==> src/shared/monitor_regs_pkg.sv <==
// constants and types shared by the health monitor register bank
package monitor_regs_pkg;
	localparam int          ADDR_W            = 9;
	localparam int          DATA_W            = 16;
	localparam logic [8:0]  OFF_SEQ_CFG       = 9'h1e9;
	localparam logic [8:0]  OFF_READBACK      = 9'h1ea;
	localparam logic [8:0]  OFF_LOCK_PROT     = 9'h1ee;
	localparam logic [8:0]  OFF_BYPASS_CTRL   = 9'h1e8;
	localparam logic [15:0] RST_SEQ_CFG       = 16'h036d;
	localparam logic [15:0] RST_LOCK_PROT     = 16'h0035;
	localparam logic [15:0] RST_BYPASS_CTRL   = 16'h0000;
	localparam int          POS_GAIN_SRC      = 15;
	localparam int          POS_BYPASS        = 14;
	localparam int          POS_CYCLES_LO     = 12;
	localparam int          POS_SLOT0_LO      = 0;
	localparam int          SLOT_W            = 3;
	localparam int          NUM_SLOTS         = 4;
	localparam int          POS_PROT_EN       = 8;
	localparam int          POS_ERR_INJ       = 7;
	localparam int          POS_RB_SEL_LO     = 12;
	localparam int          POS_BYP_SEL_LO    = 0;
	localparam int          NUM_SENSORS       = 5;
	localparam logic [2:0]  SENSOR_TEMP       = 3'h4;
	localparam logic [2:0]  SENSOR_ALL_CHECK  = 3'h7;
	localparam logic [1:0]  SLOT_LAST         = 2'h3;
	typedef enum logic [1:0] {
		SEQ_IDLE   = 2'b00,
		SEQ_SLOTS  = 2'b01,
		SEQ_ALL    = 2'b10,
		SEQ_BYPASS = 2'b11
	} seq_state_t;
endpackage : monitor_regs_pkg

==> src/shared/sensor_bank_if.sv <==
// carries sensor sample writes and readback selection to the sample store
interface sensor_bank_if;
	logic        wr_en;
	logic [2:0]  wr_idx;
	logic [15:0] wr_data;
	logic [2:0]  rd_idx;
	logic [15:0] rd_data;
	modport ctrl (output wr_en, output wr_idx, output wr_data, output rd_idx, input rd_data);
	modport store (input wr_en, input wr_idx, input wr_data, input rd_idx, output rd_data);
endinterface : sensor_bank_if

==> src/verilog/sensor_sample_store.sv <==
// per-sensor latest sample memory with registered read port
module sensor_sample_store #(
	parameter int DEPTH = 5
) (
	input  wire logic    clk_sys,
	input  wire logic    rst,
	input  wire logic    ce,
	sensor_bank_if.store bank
);
	logic [15:0] mem_r   [DEPTH];
	logic [15:0] mem_nxt [DEPTH];
	logic [15:0] rd_r;
	logic [15:0] rd_nxt;

	always_comb begin
		for (int i = 0; i < DEPTH; i++) begin
			mem_nxt[i] = mem_r[i];
			if (bank.wr_en && (int'(bank.wr_idx) == i))
				mem_nxt[i] = bank.wr_data;
		end
		// reserved codes read as zero
		rd_nxt = (int'(bank.rd_idx) < DEPTH) ? mem_r[bank.rd_idx] : 16'h0000;
	end

	always_ff @(posedge clk_sys or posedge rst) begin
		if (rst) begin
			for (int i = 0; i < DEPTH; i++)
				mem_r[i] <= 16'h0000;
			rd_r <= 16'h0000;
		end else if (ce) begin
			mem_r <= mem_nxt;
			rd_r  <= rd_nxt;
		end
	end

	assign bank.rd_data = rd_r;
endmodule : sensor_sample_store

==> src/verilog/sefi_monitor_config_regs.sv <==
// health monitor configuration registers, slot sequencer and readback path
// Operation
// - gain source bit picks fuse or register gain
// - bypass bit hands sensor control to bypass settings
// - cycle slots count+1 times, then check all
// - four three-bit slot fields choose sensors
// - read-only sixteen-bit sensor readback register
// - protection bit enables register bank ECC
// - inject bit forces protection error when enabled
// - readback select chooses supply or temperature
// - bypass select picks monitored sensor
//
// The strobed register port was chosen for this implementation.
module sefi_monitor_config_regs #(
	parameter int NUM_SENSORS = monitor_regs_pkg::NUM_SENSORS
) (
	input  wire logic        clk_sys,
	input  wire logic        rst,
	input  wire logic        ce,
	input  wire logic [8:0]  reg_addr,
	input  wire logic [15:0] reg_wdata,
	input  wire logic        reg_wr,
	input  wire logic        reg_rd,
	output logic      [15:0] reg_rdata,
	input  wire logic        sample_valid,
	input  wire logic [15:0] sample_data,
	input  wire logic [15:0] fuse_gain,
	output logic      [15:0] sensor_gain,
	output logic      [2:0]  active_sensor,
	output logic             sequencer_active,
	output logic             prot_enable,
	output logic             prot_error_inject,
	output logic             pll_lock_monitor_enable,
	output logic             pll_lock_monitor_force,
	output logic      [2:0]  lock_check_window,
	output logic      [1:0]  lock_check_wait
);
	logic [15:0] seq_cfg_r, seq_cfg_nxt;
	logic [15:0] lock_r, lock_nxt;
	logic [15:0] byp_r, byp_nxt;
	logic [15:0] gain_r, gain_nxt;
	logic [15:0] rdata_r, rdata_nxt;
	logic        rd_hit_r, rd_hit_nxt;
	logic        rd_is_rb_r, rd_is_rb_nxt;
	monitor_regs_pkg::seq_state_t state_r, state_nxt;
	logic [1:0]  slot_r, slot_nxt;
	logic [1:0]  pass_r, pass_nxt;
	logic [2:0]  all_idx_r, all_idx_nxt;
	logic [2:0]  sensor_r, sensor_nxt;
	logic [2:0]  slot_sel [monitor_regs_pkg::NUM_SLOTS];
	logic        bypass;
	logic [1:0]  cycles;

	sensor_bank_if bank ();

	sensor_sample_store #(
		.DEPTH (NUM_SENSORS)
	) u_store (
		.clk_sys (clk_sys),
		.rst     (rst),
		.ce      (ce),
		.bank    (bank)
	);

	genvar g;
	generate
		for (g = 0; g < monitor_regs_pkg::NUM_SLOTS; g++) begin : g_slot
			assign slot_sel[g] = seq_cfg_r[monitor_regs_pkg::POS_SLOT0_LO
				+ g * monitor_regs_pkg::SLOT_W +: monitor_regs_pkg::SLOT_W];
		end
	endgenerate

	assign bypass = seq_cfg_r[monitor_regs_pkg::POS_BYPASS];
	assign cycles = seq_cfg_r[monitor_regs_pkg::POS_CYCLES_LO +: 2];

	// register writes; readback is read-only so writes there are dropped
	always_comb begin
		seq_cfg_nxt = seq_cfg_r;
		lock_nxt    = lock_r;
		byp_nxt     = byp_r;
		if (reg_wr) begin
			if (reg_addr == monitor_regs_pkg::OFF_SEQ_CFG)
				seq_cfg_nxt = reg_wdata;
			else if (reg_addr == monitor_regs_pkg::OFF_LOCK_PROT)
				lock_nxt = reg_wdata;
			else if (reg_addr == monitor_regs_pkg::OFF_BYPASS_CTRL)
				byp_nxt = reg_wdata;
		end
		gain_nxt = seq_cfg_r[monitor_regs_pkg::POS_GAIN_SRC] ? {8'h00, byp_r[15:8]} : fuse_gain;
	end

	// sequencer: slots 0..3 repeated cycles+1 passes, then a full sweep
	always_comb begin
		state_nxt   = state_r;
		slot_nxt    = slot_r;
		pass_nxt    = pass_r;
		all_idx_nxt = all_idx_r;
		sensor_nxt  = sensor_r;
		case (state_r)
			monitor_regs_pkg::SEQ_IDLE: begin
				slot_nxt  = 2'h0;
				pass_nxt  = 2'h0;
				state_nxt = bypass ? monitor_regs_pkg::SEQ_BYPASS : monitor_regs_pkg::SEQ_SLOTS;
			end
			monitor_regs_pkg::SEQ_SLOTS: begin
				sensor_nxt = slot_sel[slot_r];
				if (bypass)
					state_nxt = monitor_regs_pkg::SEQ_BYPASS;
				else if (sample_valid) begin
					slot_nxt = slot_r + 2'h1;
					if (slot_r == monitor_regs_pkg::SLOT_LAST) begin
						pass_nxt = pass_r + 2'h1;
						if (pass_r == cycles) begin
							state_nxt   = monitor_regs_pkg::SEQ_ALL;
							all_idx_nxt = 3'h0;
						end
					end
				end
			end
			monitor_regs_pkg::SEQ_ALL: begin
				sensor_nxt = all_idx_r;
				if (bypass)
					state_nxt = monitor_regs_pkg::SEQ_BYPASS;
				else if (sample_valid) begin
					all_idx_nxt = all_idx_r + 3'h1;
					if (all_idx_r == monitor_regs_pkg::SENSOR_TEMP)
						state_nxt = monitor_regs_pkg::SEQ_IDLE;
				end
			end
			monitor_regs_pkg::SEQ_BYPASS: begin
				sensor_nxt = byp_r[monitor_regs_pkg::POS_BYP_SEL_LO +: 3];
				if (!bypass)
					state_nxt = monitor_regs_pkg::SEQ_IDLE;
			end
			default: state_nxt = monitor_regs_pkg::SEQ_IDLE;
		endcase
	end

	// read path; readback data arrives from the store one cycle later
	always_comb begin
		rd_hit_nxt   = reg_rd;
		rd_is_rb_nxt = reg_rd && (reg_addr == monitor_regs_pkg::OFF_READBACK);
		rdata_nxt    = 16'h0000;
		if (reg_addr == monitor_regs_pkg::OFF_SEQ_CFG)
			rdata_nxt = seq_cfg_r;
		else if (reg_addr == monitor_regs_pkg::OFF_LOCK_PROT)
			rdata_nxt = lock_r;
		else if (reg_addr == monitor_regs_pkg::OFF_BYPASS_CTRL)
			rdata_nxt = byp_r;
		if (!reg_rd)
			rdata_nxt = 16'h0000;
	end

	always_ff @(posedge clk_sys or posedge rst) begin
		if (rst) begin
			seq_cfg_r  <= monitor_regs_pkg::RST_SEQ_CFG;
			lock_r     <= monitor_regs_pkg::RST_LOCK_PROT;
			byp_r      <= monitor_regs_pkg::RST_BYPASS_CTRL;
			gain_r     <= 16'h0000;
			rdata_r    <= 16'h0000;
			rd_hit_r   <= 1'b0;
			rd_is_rb_r <= 1'b0;
			state_r    <= monitor_regs_pkg::SEQ_IDLE;
			slot_r     <= 2'h0;
			pass_r     <= 2'h0;
			all_idx_r  <= 3'h0;
			sensor_r   <= 3'h0;
		end else if (ce) begin
			seq_cfg_r  <= seq_cfg_nxt;
			lock_r     <= lock_nxt;
			byp_r      <= byp_nxt;
			gain_r     <= gain_nxt;
			rdata_r    <= rdata_nxt;
			rd_hit_r   <= rd_hit_nxt;
			rd_is_rb_r <= rd_is_rb_nxt;
			state_r    <= state_nxt;
			slot_r     <= slot_nxt;
			pass_r     <= pass_nxt;
			all_idx_r  <= all_idx_nxt;
			sensor_r   <= sensor_nxt;
		end
	end

	// samples land at the slot of the sensor being measured
	assign bank.wr_en   = sample_valid && (sensor_r < monitor_regs_pkg::SENSOR_ALL_CHECK);
	assign bank.wr_idx  = sensor_r;
	assign bank.wr_data = sample_data;
	assign bank.rd_idx  = byp_r[monitor_regs_pkg::POS_RB_SEL_LO +: 3];

	assign reg_rdata = rd_is_rb_r ? bank.rd_data : rdata_r;

	assign sensor_gain       = gain_r;
	assign active_sensor     = sensor_r;
	assign sequencer_active  = (state_r != monitor_regs_pkg::SEQ_BYPASS);
	assign prot_enable       = lock_r[monitor_regs_pkg::POS_PROT_EN];
	// injection only matters while protection is on
	assign prot_error_inject = lock_r[monitor_regs_pkg::POS_PROT_EN]
		&& lock_r[monitor_regs_pkg::POS_ERR_INJ];
	assign pll_lock_monitor_enable = lock_r[0];
	assign pll_lock_monitor_force  = lock_r[1];
	assign lock_check_window       = lock_r[6:4];
	assign lock_check_wait         = lock_r[3:2];

	a_readonly_rb: assert property (@(posedge clk_sys) disable iff (rst)
		ce && reg_wr && reg_addr == monitor_regs_pkg::OFF_READBACK |=> $stable(seq_cfg_r))
		else $error("write to readback changed config");
	a_rdata_idle: assert property (@(posedge clk_sys) disable iff (rst)
		!rd_hit_r |-> reg_rdata == 16'h0000)
		else $error("read data outside read cycle");
	a_inject_gated: assert property (@(posedge clk_sys) disable iff (rst)
		ce && reg_wr && reg_addr == monitor_regs_pkg::OFF_LOCK_PROT
		|=> prot_error_inject == ($past(reg_wdata[monitor_regs_pkg::POS_PROT_EN])
		&& $past(reg_wdata[monitor_regs_pkg::POS_ERR_INJ])))
		else $error("inject not gated by protection");
	a_bypass_sel: assert property (@(posedge clk_sys) disable iff (rst)
		ce && state_r == monitor_regs_pkg::SEQ_BYPASS && bypass
		|=> active_sensor == $past(byp_r[2:0]))
		else $error("bypass sensor mismatch");
	a_bypass_enter: assert property (@(posedge clk_sys) disable iff (rst)
		ce && bypass && state_r != monitor_regs_pkg::SEQ_BYPASS |=> !ce || !bypass
		|| state_r == monitor_regs_pkg::SEQ_BYPASS)
		else $error("bypass not entered");
	// the edge that releases reset still runs the reset branch, so it starts no attempt
	a_gain_src: assert property (@(posedge clk_sys) disable iff (rst)
		!rst && ce && !seq_cfg_r[15] |=> !ce || sensor_gain == $past(fuse_gain))
		else $error("gain not from fuse");
	a_slot_pick: assert property (@(posedge clk_sys) disable iff (rst)
		ce && state_r == monitor_regs_pkg::SEQ_SLOTS && !bypass |=> !ce
		|| active_sensor == $past(slot_sel[slot_r]))
		else $error("slot sensor mismatch");
	a_all_after: assert property (@(posedge clk_sys) disable iff (rst)
		ce && state_r == monitor_regs_pkg::SEQ_SLOTS && !bypass && sample_valid
		&& slot_r == 2'h3 && pass_r == cycles |=> state_r == monitor_regs_pkg::SEQ_ALL)
		else $error("full check not started");
	a_store_write: assert property (@(posedge clk_sys) disable iff (rst)
		ce && reg_wr && reg_addr == monitor_regs_pkg::OFF_LOCK_PROT
		|=> lock_r == $past(reg_wdata))
		else $error("lock register not stored");
	a_prot_bit: assert property (@(posedge clk_sys) disable iff (rst)
		ce && reg_wr && reg_addr == monitor_regs_pkg::OFF_LOCK_PROT
		|=> prot_enable == $past(reg_wdata[monitor_regs_pkg::POS_PROT_EN]))
		else $error("protection enable mismatch");
	c_full_sweep: cover property (@(posedge clk_sys) state_r == monitor_regs_pkg::SEQ_ALL);
	c_bypass: cover property (@(posedge clk_sys) state_r == monitor_regs_pkg::SEQ_BYPASS);
	c_rb_read: cover property (@(posedge clk_sys) rd_is_rb_r && reg_rdata != 16'h0000);
	c_inject: cover property (@(posedge clk_sys) prot_error_inject);
endmodule : sefi_monitor_config_regs

==> config.mk <==
export PLATFORM = sky130hd
export DESIGN_NAME = sefi_monitor_config_regs
export DESIGN_NICKNAME = d
export VERILOG_FILES = /design/src/shared/monitor_regs_pkg.sv /design/src/shared/sensor_bank_if.sv /design/src/verilog/sensor_sample_store.sv /design/src/verilog/sefi_monitor_config_regs.sv
export SDC_FILE = /design/constraint.sdc
export NUM_CORES = 1
export LEC_CHECK = 0
export ABC_AREA = 1
export BUFFER_PORTS_ARGS = -buffer_cell sky130_fd_sc_hd__buf_4
export CAP_MARGIN = 20
export CORE_MARGIN = 8
export CORE_UTILIZATION = 40
export CTS_CLUSTER_DIAMETER = 100
export DETAILED_ROUTE_END_ITERATION = 8
export PLACE_DENSITY = 0.64
export SKIP_CTS_REPAIR_TIMING = 1
export SLEW_MARGIN = 20
export SYNTH_ARGS = -nofsm -noshare
export SYNTH_HDL_FRONTEND = slang
export SYNTH_SLANG_ARGS = --single-unit
==> constraint.sdc <==
create_clock -name clk_sys -period 8.8 [get_ports clk_sys]
set_clock_uncertainty 0.1 [all_clocks]
set_input_delay 0 -clock clk_sys [delete_from_list [all_inputs] [get_ports clk_sys]]
set_output_delay 0 -clock clk_sys [all_outputs]
set_load 0.02 [all_outputs]
Word level (Yosys, flattened, before mapping)

Index checks and enable logic that the tools add are counted.

Bitwise operators: 4
Add/sub/neg operators: 3
Equal/unequal tests: 27
Muxes and demuxes: 38
Reduce and logical (&&, ||, !) cells: 26
Magnitude comparators: 4

Operators with widths:

| cell                | count |
|---|---|
| $mux 16             | 9 |
| $bmux 16 s3         | 1 |
| $eq 9x9->1 const B  | 4 |
| $mux 2              | 14 |
| $mux 3              | 8 |
| $ne 2x2->1 const B  | 8 |
| $ne 3x3->1 const B  | 5 |
| $eq 3x3->1 const B  | 4 |
| $reduce_and 2->1    | 6 |
| $reduce_and 5->1    | 2 |
| $pmux 3 s3          | 1 |
| $logic_and 1x1->1   | 8 |
| $pmux 2 s2          | 2 |
| $pmux 2 s4          | 1 |
| $reduce_and 4->1    | 2 |
| $reduce_and 8->1    | 1 |
| $reduce_and 7->1    | 1 |
| $bmux 3 s2          | 1 |
| $eq 2x2->1 const B  | 3 |
| $lt 3x3->1 const B  | 2 |
| $pmux 3 s2          | 1 |
| $add 2x1->2 const B | 2 |
| $ge 4x4->1 const B  | 1 |
| $not 3->4           | 1 |
| 12 further kinds    | 14 |

Register bits after elaboration: 189
Input port bits: 63

Depth between registers and ports, before layout

Gate-level depths: netlist of the first run.

Word-level depth: 6
Gate-level depth with buffers: 10
Mapped depth without buffers: 9

Hierarchy

Synthesis of the first run repeated with hierarchy kept, for this count alone.

Cells, all modules: 1,107
Area total of the unflattened synthesis: 9,155.0 um2

By module, submodules not included:

| module                   | area an instance (um2) | cells each | seq. area each (um2) | times used |
|---|---|---|---|---|
| sefi_monitor_config_regs | 4,638.2                | 577        | 2,341.0              | 1 |
| sensor_sample_store      | 4,516.8                | 530        | 2,402.3              | 1 |

Worst setup path after synthesis of the first run

OpenSTA, ideal clock, no wires.

Path type: register to register
Start point: register sensor_r[1], in the netlist active_sensor[1]
End point: register u_store.mem_r[4] in the netlist's numbering
Slack: 7.320 ns
Required time: 8.570 ns
Data arrival time: 1.251 ns
Stages on the path, launching flop included: 6
Clock period less this slack: 1.480 ns
Buffers on the path: 1
Setup time: 0.130 ns
Path through: dfrtp_1 -> nor4_4 -> nand2_1 -> buf_2 -> nand2_1 -> o21ai_0

Word-level cells in the longest chain between the ends: 4
Elaborated cells between the ends (all ways): 5
Those cells by class: order compare: 1; eq/ne: 1; reduce/logical: 3

Ends and longest elaborated chain:

| what                                | RTL line                        | text |
|---|---|---|
| start: declaration                  | sefi_monitor_config_regs.sv:49  | `logic [2:0] sensor_r, sensor_nxt;` |
| start signal: assignment            | sefi_monitor_config_regs.sv:180 | `sensor_r <= sensor_nxt;` |
| $lt 3x3->1                          | sefi_monitor_config_regs.sv:185 | `assign bank.wr_en = sample_valid && (sensor_r < monitor_regs_pkg::SENSOR_ALL_CHECK);` |
| $logic_and 1x1->1                   | sefi_monitor_config_regs.sv:185 |  |
| $logic_and 1x1->1 *                 | sensor_sample_store.sv:18       | `if (bank.wr_en && (int'(bank.wr_idx) == i))` |
| $reduce_and 2->1 (no source line) * | -                               |  |
| end signal: assignment              | sensor_sample_store.sv:31       | `mem_r <= mem_nxt;` |
| end: declaration                    | sensor_sample_store.sv:10       | `logic [15:0] mem_r [DEPTH];` |

Every way passes the cells marked *; elsewhere a longest branch is shown, timed or not.
A chain may end at the register's enable or synchronous reset.

Worst setup path after layout of the first run

Start point: input reg_addr[0]
End point: register seq_cfg_r[0]

Word-level cells in the longest chain between the ends: 2

Ends and longest elaborated chain:

| what                              | RTL line                        | text |
|---|---|---|
| start: declaration                | sefi_monitor_config_regs.sv:20  | `input wire logic [8:0] reg_addr,` |
| $eq 9x9->1                        | sefi_monitor_config_regs.sv:82  | `if (reg_addr == monitor_regs_pkg::OFF_SEQ_CFG)` |
| $reduce_and 3->1 (no source line) | -                               |  |
| end signal: assignment            | sefi_monitor_config_regs.sv:156 | `seq_cfg_r <= monitor_regs_pkg::RST_SEQ_CFG;` |
| end signal: assignment            | sefi_monitor_config_regs.sv:169 | `seq_cfg_r <= seq_cfg_nxt;` |
| end: declaration                  | sefi_monitor_config_regs.sv:38  | `logic [15:0] seq_cfg_r, seq_cfg_nxt;` |

Every way passes these cells.

==> results of run 1 <==
-- sequential cells by signal, indices dropped and copies added, names as in the netlist --
name / count
state_r: 2
active_sensor: 3
rd_is_rb_r: 1
lock_r: 16
byp_r: 16
all_idx_r: 3
u_store.mem_r: 80
rdata_r: 16
u_store.bank.rd_data: 16
pass_r: 2
sensor_gain: 16
seq_cfg_r: 16
slot_r: 2
-- cells by family after synthesis --
kind of cell,synth area share
flops,0.535
xor+xnor,0.00198
buf+inv,0.0734
fa+ha+maj,0.00424
simple gates,0.253
compound gates,0.132
-- critical path: stages --
cell and delay (ns):
dlygate4sd3_1 0.53, buf_4 0.12, inv_1 0.07, nor3_4 0.61
nand3_2 0.72, o21ai_1 0.39
-- layout make-up --
type	count	area (sq um)
Sequential cell	189	4740
Multi-Input combinational cell	751	3480
Fill cell	2096	10900
Clock inverter	12	138
Inverter	80	305
Tap cell	280	350
Timing Repair Buffer	167	1410
Clock buffer	19	433
-- final timing paths --
| check | startpoint | slack (ns) | endpoint |
|---|---|---|---|
| max in group asynchronous | rst | 7.06 | byp_r[7] |
| hold / removal | reg_addr[1] | -0.04 | rd_is_rb_r |
| min in group asynchronous | rst | 0.08 | sensor_gain[8] |
| setup / recovery | reg_addr[0] | 6.59 | seq_cfg_r[0] |
| setup reg to reg | active_sensor[1] | 6.70 | u_store.mem_r[73] |
| hold reg to reg | rdata_r[5] | 0.38 | rdata_r[5] |
-- placed cells by master, fill, tap and decap left out, types with 4 or more instances in the layout --
| cell | n |
|---|---|
| a21oi_1 | 51 |
| a31oi_1 | 19 |
| buf_4 | 114 |
| clkbuf_16 | 17 |
| dfrtp_1 | 178 |
| dfstp_2 | 11 |
| dlygate4sd3_1 | 51 |
| inv_1 | 76 |
| inv_6 | 5 |
| nand2_1 | 333 |
| nand3_1 | 99 |
| nand4_1 | 4 |
| nor2_1 | 79 |
| o211ai_1 | 16 |
| o21ai_0 | 89 |
| o21ai_1 | 35 |
| o21ai_2 | 6 |
-- Yosys cell counts, types with 10 or more instances --
cell        n  area (sq um)
a21oi_1    51           255
a31oi_1    19           119
buf_2      28           140
buf_4      10          75.1
clkbuf_1   23          86.3
dfrtp_1   178          4450
dfstp_2    11           289
inv_1      77           289
nand2_1   333          1250
nand3_1   100           500
nor2_1     81           304
o211ai_1   16           120
o21ai_0    89           445
o21ai_1    35           175
-- power breakdown --
part | total, mW | leakage, nW | switching [mW] | internal, mW
Clock | 0.757 | 0.275 | 0.336 | 0.420
Combinational | 0.576 | 2.63 | 0.342 | 0.234
Sequential | 1.25 | 2.36 | 0.151 | 1.10
Total | 2.59 | 5.26 | 0.829 | 1.76
-- routing by layer --
| metal | up-vias | track usage | part of all wire |
|---|---|---|---|
| li1 | 3765 | - | - |
| met1 | 3499 | 0.232 | 0.46 |
| met2 | 255 | 0.276 | 0.45 |
| met3 | 47 | 0.0371 | 0.060 |
| met4 | 0 | 0.0696 | 0.028 |
| met5 | - | 0 | 0 |
==> reports/results.ini, run 1 <==
[synth]
syn_nets=1154
yosys_warnings=0
synthFlopType=dfrtp_1
synth_edf_count=0
syn-cell-area_sq_mm=0.00886
async_flop_share=1.00
syn-mean-instance-area_sq_um=8.14
yosysSeqAreaShare=0.535
ys_ff_latch=189
synth.distinct_cells=30
syn-instance-count=1088

[power]
p_leak_nw=5.26
total_power_mw=2.59
power_density_mw_per_mm2=238
vdd_ir_drop_max_mv=0.161

[timing]
setup_viol=0
timing.slew.headroom=0.384
final.setup.tns_ns=0
tightest_slew_ns=0.922
final_hold_viol_count=5
min_period_ns=2.21
setup_ws_ns=6.59
finalCritPeriodShare=0.251
rsz0062_at_grt=no
final-max-slew-violation-count=0
timing.fmax_ghz=0.452
hold_ws_ns=-0.0409

[hold_path]
hold_depth=5
min_path_type=in -> reg

[clock_tree]
path_clk_slew_ns=0.07
clockRootBuffer=clkbuf_16
clockBufferDepth=2
cts_htree_levels=4
numCtsBuffers=17
insertion_delay_ns=0.43
cts_tree=yes
clock_sink_count=189

[run_status]
violations=hold timing
outcome=finished with violations

[placement]
place_congestion=0.884
dpl-instance-area_sq_mm=0.00973
port_buffers=107
dp_cells=1415
place_ws_ns=6.20
dpl.hpwl_um=16100

[global_route]
grt_pass1_wl_um=37500
grt_usage=0.175
antenna_found_initial=0
grt_max_degree=109
grt-ovfl-total=0
grt_pass1_vias=7145

[floorplan]
die_h_um=165
ioPinCount=108
core_sq_mm=0.0218
start_util=0.407
fp.dieW_um=165
row_count=54
die_area_sq_mm=0.0272

[route]
initialDrtViolationCount=673
antenna_left=0
drc=0
avgViaCountPerCell=5.05
first_pass_iters=5
wl_um=23900
wl_per_cell_um=16.0
vias=7566

[setup_path]
r2r_cells=3
crit_arrival_ns=2.45
startpoint_type=primary input
cp-end-kind=register
critical_path_class=in -> reg
critical_path_required_ns=9.03
worstPathMaxFanout=32

[cells_and_area]
n_antenna_cell=0
final_cells=1498
final_core_util=0.499
nNetsFinal=1272
fin_area_sq_mm=0.0109
area_growth_pct=22.5
drive_gt1_frac=0.147

[run]
drv_cap=0

Power figures use the tool's default switching activity.
==> run 2: changes to the inputs <==
- PLACE_DENSITY: 0.64 -> 0.67
- clock period: 8.8 -> 2 ns (I/O delays scaled with it)
==> reports/results.ini, run 2 (same netlist as run 1, synthesis figures left out) <==
[timing]
min_period_ns=1.91
tightest_slew_ns=0.525  ; -0.397 ns
timing.slew.headroom=0.650  ; +0.266
finalCritPeriodShare=0.956
setup_viol=0  ; unchanged
final-max-slew-violation-count=0  ; unchanged
timing.fmax_ghz=0.523
final_hold_viol_count=4  ; -1
hold_ws_ns=-0.0466  ; -0.00569 ns
setup_ws_ns=0.0871  ; -6.50 ns

[placement]
place_ws_ns=0.296  ; -5.90 ns
dp_cells=1435  ; +1.4%
port_buffers=107  ; unchanged
dpl.hpwl_um=16400  ; +2.3%
place_congestion=0.922  ; +4.3%

[clock_tree]
clockRootBuffer=clkbuf_16
insertion_delay_ns=0.44  ; about the same
cts_htree_levels=4  ; unchanged
clock_sink_count=189  ; unchanged
clockBufferDepth=2  ; unchanged
numCtsBuffers=17  ; unchanged
cts_tree=yes
path_clk_slew_ns=0.07  ; about the same

[route]
initialDrtViolationCount=783  ; +16%
wl_per_cell_um=16.1  ; +0.78%
vias=7732  ; +2.2%
first_pass_iters=5  ; unchanged
wl_um=24600  ; +2.9%
antenna_left=0  ; unchanged
drc=0  ; unchanged
avgViaCountPerCell=5.06  ; +0.12%

[cells_and_area]
regMostFlops=u_store.mem_r
n_fill_cell=2046  ; -2.4%
final_cells=1529  ; +2.1%
area_growth_pct=25.7
final_common_cell=nand2_1
drive_gt1_frac=0.158  ; +0.0108
n_antenna_cell=0  ; unchanged
largest_reg_flops=80  ; unchanged
nNetsFinal=1302  ; +2.4%
final_cell_mix=nand2_1 (333), dfrtp_1 (178), buf_4 (130)

[power]
p_comb_frac=0.225  ; +0.002
internal-power_mw=7.78  ; +340%
switchingPower_mw=3.66  ; +340%
power_density_mw_per_mm2=1030  ; +330%
vdd_ir_drop_max_mv=0.512  ; +220%
total_power_mw=11.4  ; +340%
switching_share=0.320  ; -0.000972
pwr-share-seq=0.482  ; -0.003
p_clk_frac=0.293  ; about the same
p_leak_nw=5.39  ; +2.4%

[global_route]
grt_pass1_vias=7264  ; +1.7%
grt_pass1_wl_um=38500  ; +2.6%
antenna_found_initial=0  ; unchanged
grt_usage=0.180  ; +0.00456
grt-ovfl-total=0  ; unchanged
grt_max_degree=87  ; -20%

[hold_path]
hold_depth=5  ; unchanged
min_path_type=in -> reg

[setup_path]
worstPathMaxFanout=16  ; -50%
crit_arrival_ns=2.18  ; -0.27 ns
crit_chain=inv_1 > nand3_1 > dlygate4sd3_1 > nand2_1
r2r_cells=4  ; +1
critical_path_required_ns=2.27  ; -6.76 ns
crit_path_max_incr_delay_ns=0.60  ; -0.12 ns
critPathSlowestCell=dlygate4sd3_1
cp-end-kind=register
critical_path_class=reg -> reg
startpoint_type=register

[floorplan]
fp.dieW_um=165  ; unchanged
ioPinCount=108  ; unchanged
die_h_um=165  ; unchanged
die_area_sq_mm=0.0272  ; unchanged
start_util=0.407  ; unchanged
row_count=54  ; unchanged
core_sq_mm=0.0218  ; unchanged

[run_status]
violations=hold timing
outcome=finished with violations

[run]
drv_cap=0  ; unchanged

-- run 2: changes by cell type in the layout (fill, tap and decap cells not counted) --
cell / delta
buf_6: -1
inv_6: -3
dlygate4sd3_1: +11
clkbuf_1: +1
nand3_2: -1
buf_4: +16
clkinvlp_4: +2
buf_12: +5
inv_8: +1
nand3_1: +1
buf_16: -1
-- run 2: final timing paths --
check                                 from                end  slack, ns
max                          seq_cfg_r[15]    sensor_gain[14]       0.09
min                            reg_addr[1]         rd_is_rb_r      -0.05
max reg2reg                  seq_cfg_r[15]    sensor_gain[14]       0.09
min reg2reg                sensor_gain[14]    sensor_gain[14]       0.39
max in group asynchronous              rst  u_store.mem_r[79]       0.49
min in group asynchronous              rst  u_store.mem_r[22]       0.57
-- run 2: worst max-delay path: cells and delay by family (launching register included) --
kind | cells | cell delay, ns
simple gates | 2 | 0.20
buf+inv | 2 | 1.05
flops | 1 | 0.49
-- run 2: power groups by stage --
stage / clock network [mW] / logic, mW / registers, mW
6_report: 3.35 / 2.57 / 5.51
3_3_place_gp: 0 / 2.39 / 5.52
3_5_place_dp: 0 / 2.49 / 5.56
4_1_cts: 3.41 / 2.50 / 5.50
2_1_floorplan: 0 / 1.82 / 5.42
5_1_grt: 3.57 / 2.99 / 5.64
-- run 2: layout make-up --
| class | count | area, sq um | share of cell area |
|---|---|---|---|
| clock buffer | 20 | 437 | 0.0392 |
| clock inverter | 12 | 139 | 0.0125 |
| inverter | 80 | 304 | 0.0273 |
| multi-input combinational | 751 | 3470 | 0.312 |
| sequential | 189 | 4740 | 0.426 |
| tap | 280 | 350 | 0.0314 |
| timing repair buffer | 197 | 1700 | 0.152 |
-- run 2: per-layer routing --
layer  GRT usage  wire [um]
met5           0          0
met3      0.0409       1310
met1       0.240      11200
met4      0.0672        598
met2       0.281      11500
-- run 2: per-stage QoR --
stage | util | instance area [sq um] | TNS (ns) | hold slack (ns)
floorplan | - | 8860 | -93.54 | 0.0210
global placement | 0.457 | 9950 | 0 | -0.122
detailed placement | 0.457 | 9950 | 0 | -0.119
CTS | 0.484 | 10500 | 0 | -0.590
global route | 0.512 | 11100 | -0.0226 | 0.0147
finish | 0.512 | 11100 | 0 | -0.0466
==> run 3: changes to the inputs <==
- SYNTH_HIERARCHICAL: unset -> 1
==> reports/results.ini, run 3 <==
[placement]
place_congestion=0.842  ; -8.7%
place_ws_ns=0.294  ; -0.00284 ns
port_buffers=107  ; unchanged
dpl.hpwl_um=16600  ; +1.2%

[floorplan]
start_util=0.406  ; -0.00169
core_sq_mm=0.0226  ; +3.7%
ioPinCount=108  ; unchanged
die_area_sq_mm=0.0280  ; +3.0%
fp.dieW_um=167  ; +1.5%
row_count=55  ; +1.9%
die_h_um=167  ; +1.5%

[global_route]
top_usage_layer=met2
grt_max_degree=94  ; +8.0%
grt_pass1_vias=7669  ; +5.6%
grt_pass1_wl_um=39700  ; +3.1%
antenna_found_initial=0  ; unchanged
use_met1=0.230  ; -0.0101
grt_usage=0.174  ; -0.00551
grt_util_met3=0.0357  ; -0.00514
grt-ovfl-total=0  ; unchanged
gr-usage-met2=0.280  ; -0.00172

[timing]
final_hold_viol_count=2  ; -2
final-max-slew-violation-count=0  ; unchanged
min_period_ns=1.72  ; -0.196 ns
final.setup.tns_ns=0  ; unchanged
hold_ws_ns=-0.0138  ; +0.0328 ns
timing.fmax_ghz=0.582  ; +11%
tightest_slew_ns=0.613  ; +0.0878 ns
setup_ws_ns=0.283  ; +0.196 ns
finalCritPeriodShare=0.858  ; -0.0980
timing.slew.headroom=0.591  ; -0.0590
setup_viol=0  ; unchanged
rsz0062_at_grt=no

[cells_and_area]
n_fill_cell=2149  ; +5.0%
multi_input_area_sq_mm=0.00378  ; +8.8%
area_growth_pct=24.5
nNetsFinal=1323  ; +1.6%
final_cell_mix=nand2_1 (415), dfrtp_1 (178), buf_4 (131)
seq_area_sq_mm=0.00474  ; unchanged
largest_reg_flops=80  ; unchanged
final_common_cell=nand2_1
regMostFlops=u_store/mem_r
drive_gt1_frac=0.198  ; +0.0399
final_core_util=0.505  ; -0.00726

[clock_tree]
clockBufferDepth=2  ; unchanged
clockRootBuffer=clkbuf_16
clock_sink_count=189  ; unchanged
cts_htree_levels=4  ; unchanged
numCtsBuffers=17  ; unchanged
cts_tree=yes
insertion_delay_ns=0.44  ; about the same
path_clk_slew_ns=0.07  ; about the same

[synth]
synth_most_common_cell=nand2_1
syn-cell-area_sq_mm=0.00916  ; +3.3%
syn-mean-instance-area_sq_um=8.27  ; +1.5%
synth_top_cell_by_area=dfrtp_1
ys_ff_latch=189  ; unchanged
synth_top_family_by_area=simple AND/OR/NAND/NOR gates
syn-instance-count=1107  ; +1.7%
yosys.area_share.simple=0.270  ; +0.0169
yosysSeqAreaShare=0.518  ; -0.0172
synth_xor_area_frac=0.000957  ; -0.00102
synth_compound_area_frac=0.118  ; -0.0139
netlist_top_cells_count=nand2_1 (415), dfrtp_1 (178), nand3_1 (113)
synth_top_cell_area_share=0.487  ; -0.0161
synth_mux_area_frac=0.0197  ; +0.0197
yosys_warnings=6  ; +6
synthFlopType=dfrtp_1
synthAdderAreaFrac=0.00410  ; -0.000136
async_flop_share=1.00  ; unchanged
synth_edf_count=0  ; unchanged
synthTopCellsByArea=dfrtp_1 (49%), nand2_1 (17%), nand3_1 (6.2%), o21ai_1 (4.2%), o21ai_2 (3.4%)
synth.distinct_cells=37  ; +23%
syn_nets=1173  ; +1.6%

[power]
power_density_mw_per_mm2=1060  ; +3.0%
internal-power_mw=7.94  ; +2.1%
p_clk_frac=0.286  ; -0.007
switchingPower_mw=4.10  ; +12%
vdd_ir_drop_max_mv=0.518  ; +1.2%
p_leak_nw=5.72  ; +6.3%
p_comb_frac=0.260  ; +0.035
switching_share=0.341  ; +0.0210
pwr-share-seq=0.455  ; -0.027

[route]
antenna_left=0  ; unchanged
avgViaCountPerCell=5.10  ; +0.84%
initialDrtViolationCount=728  ; -7.0%
first_pass_iters=6  ; +1
drc=0  ; unchanged
wl_per_cell_um=15.8  ; -1.6%
vias=7935  ; +2.6%
wl_um=24600  ; +0.11%

[setup_path]
critical_path_class=reg -> reg
reg2reg_setup_slack_ns=0.28  ; +0.20 ns
cp-end-kind=register
startpoint_type=register
worstPathMaxFanout=32  ; +16
critical_path_required_ns=2.21  ; -0.06 ns
crit_arrival_ns=1.92  ; -0.26 ns

[run_status]
violations=hold timing
outcome=finished with violations

[hold_path]
min_path_type=in -> reg

[run]
drv_cap=0  ; unchanged

[run 3: through the flow]
stage	cell area, sq um	cells	power [mW]
6_report	11400	1556	12.0
5_1_grt	11400	1555	12.9
4_1_cts	10800	1496	12.1
3_5_place_dp	10200	1464	8.59
3_3_place_gp	10200	1464	8.47
2_1_floorplan	9160	1107	7.68
[run 3: worst paths after layout]
kind,end,cells past startpoint,from
min in group asynchronous,u_store/mem_r[16],3,rst
max in group asynchronous,u_store/mem_r[32],4,rst
setup / recovery,u_store/mem_r[34],8,active_sensor[1]
hold / removal,state_r[1],7,sample_valid
setup reg to reg,u_store/mem_r[34],8,active_sensor[1]
hold reg to reg,rdata_r[3],2,rdata_r[3]
[run 3: area by class of cell]
type / instances / area share
Antenna cell: 1 / 0.000220
Clock buffer: 17 / 0.0373
Clock inverter: 15 / 0.0158
Inverter: 66 / 0.0224
Multi-Input combinational cell: 789 / 0.332
Sequential cell: 189 / 0.416
Tap cell: 285 / 0.0313
Timing Repair Buffer: 194 / 0.145
[run 3: per-layer routing]
metal  vias up  part of all wire
met2       242              0.48
met4         0             0.026
li1       3887                 -
met5         -                 0
met1      3769              0.44
met3        37             0.058
[run 3: power by group through the flow]
stage | Combinational [mW] | Sequential [mW] | Clock, mW
after floorplan | 2.20 | 5.49 | 0
after global placement | 2.96 | 5.50 | 0
after detailed placement | 3.06 | 5.53 | 0
after CTS | 3.07 | 5.47 | 3.53
after global routing | 3.60 | 5.61 | 3.67
final | 3.13 | 5.48 | 3.44
[run 3: critical path, cell delays in order (launching register included)]
cell and delay (ns):
dfrtp_1 0.38, nand3_1 0.08, nand2_1 0.05, inv_1 0.09
nand2_2 0.10, nor2_8 0.16, nand3_4 0.36, nand2_1 0.19
o21ai_2 0.07
[run 3: kinds of logic (layout without fill, tap and decap cells)]
kind of cell / after synthesis / in the layout
other cells: 0 / 1
fa+ha+maj: 3 / 3
simple gates: 583 / 583
flops: 189 / 189
compound gates: 186 / 186
xor+xnor: 1 / 1
mux: 16 / 16
buf+inv: 129 / 292
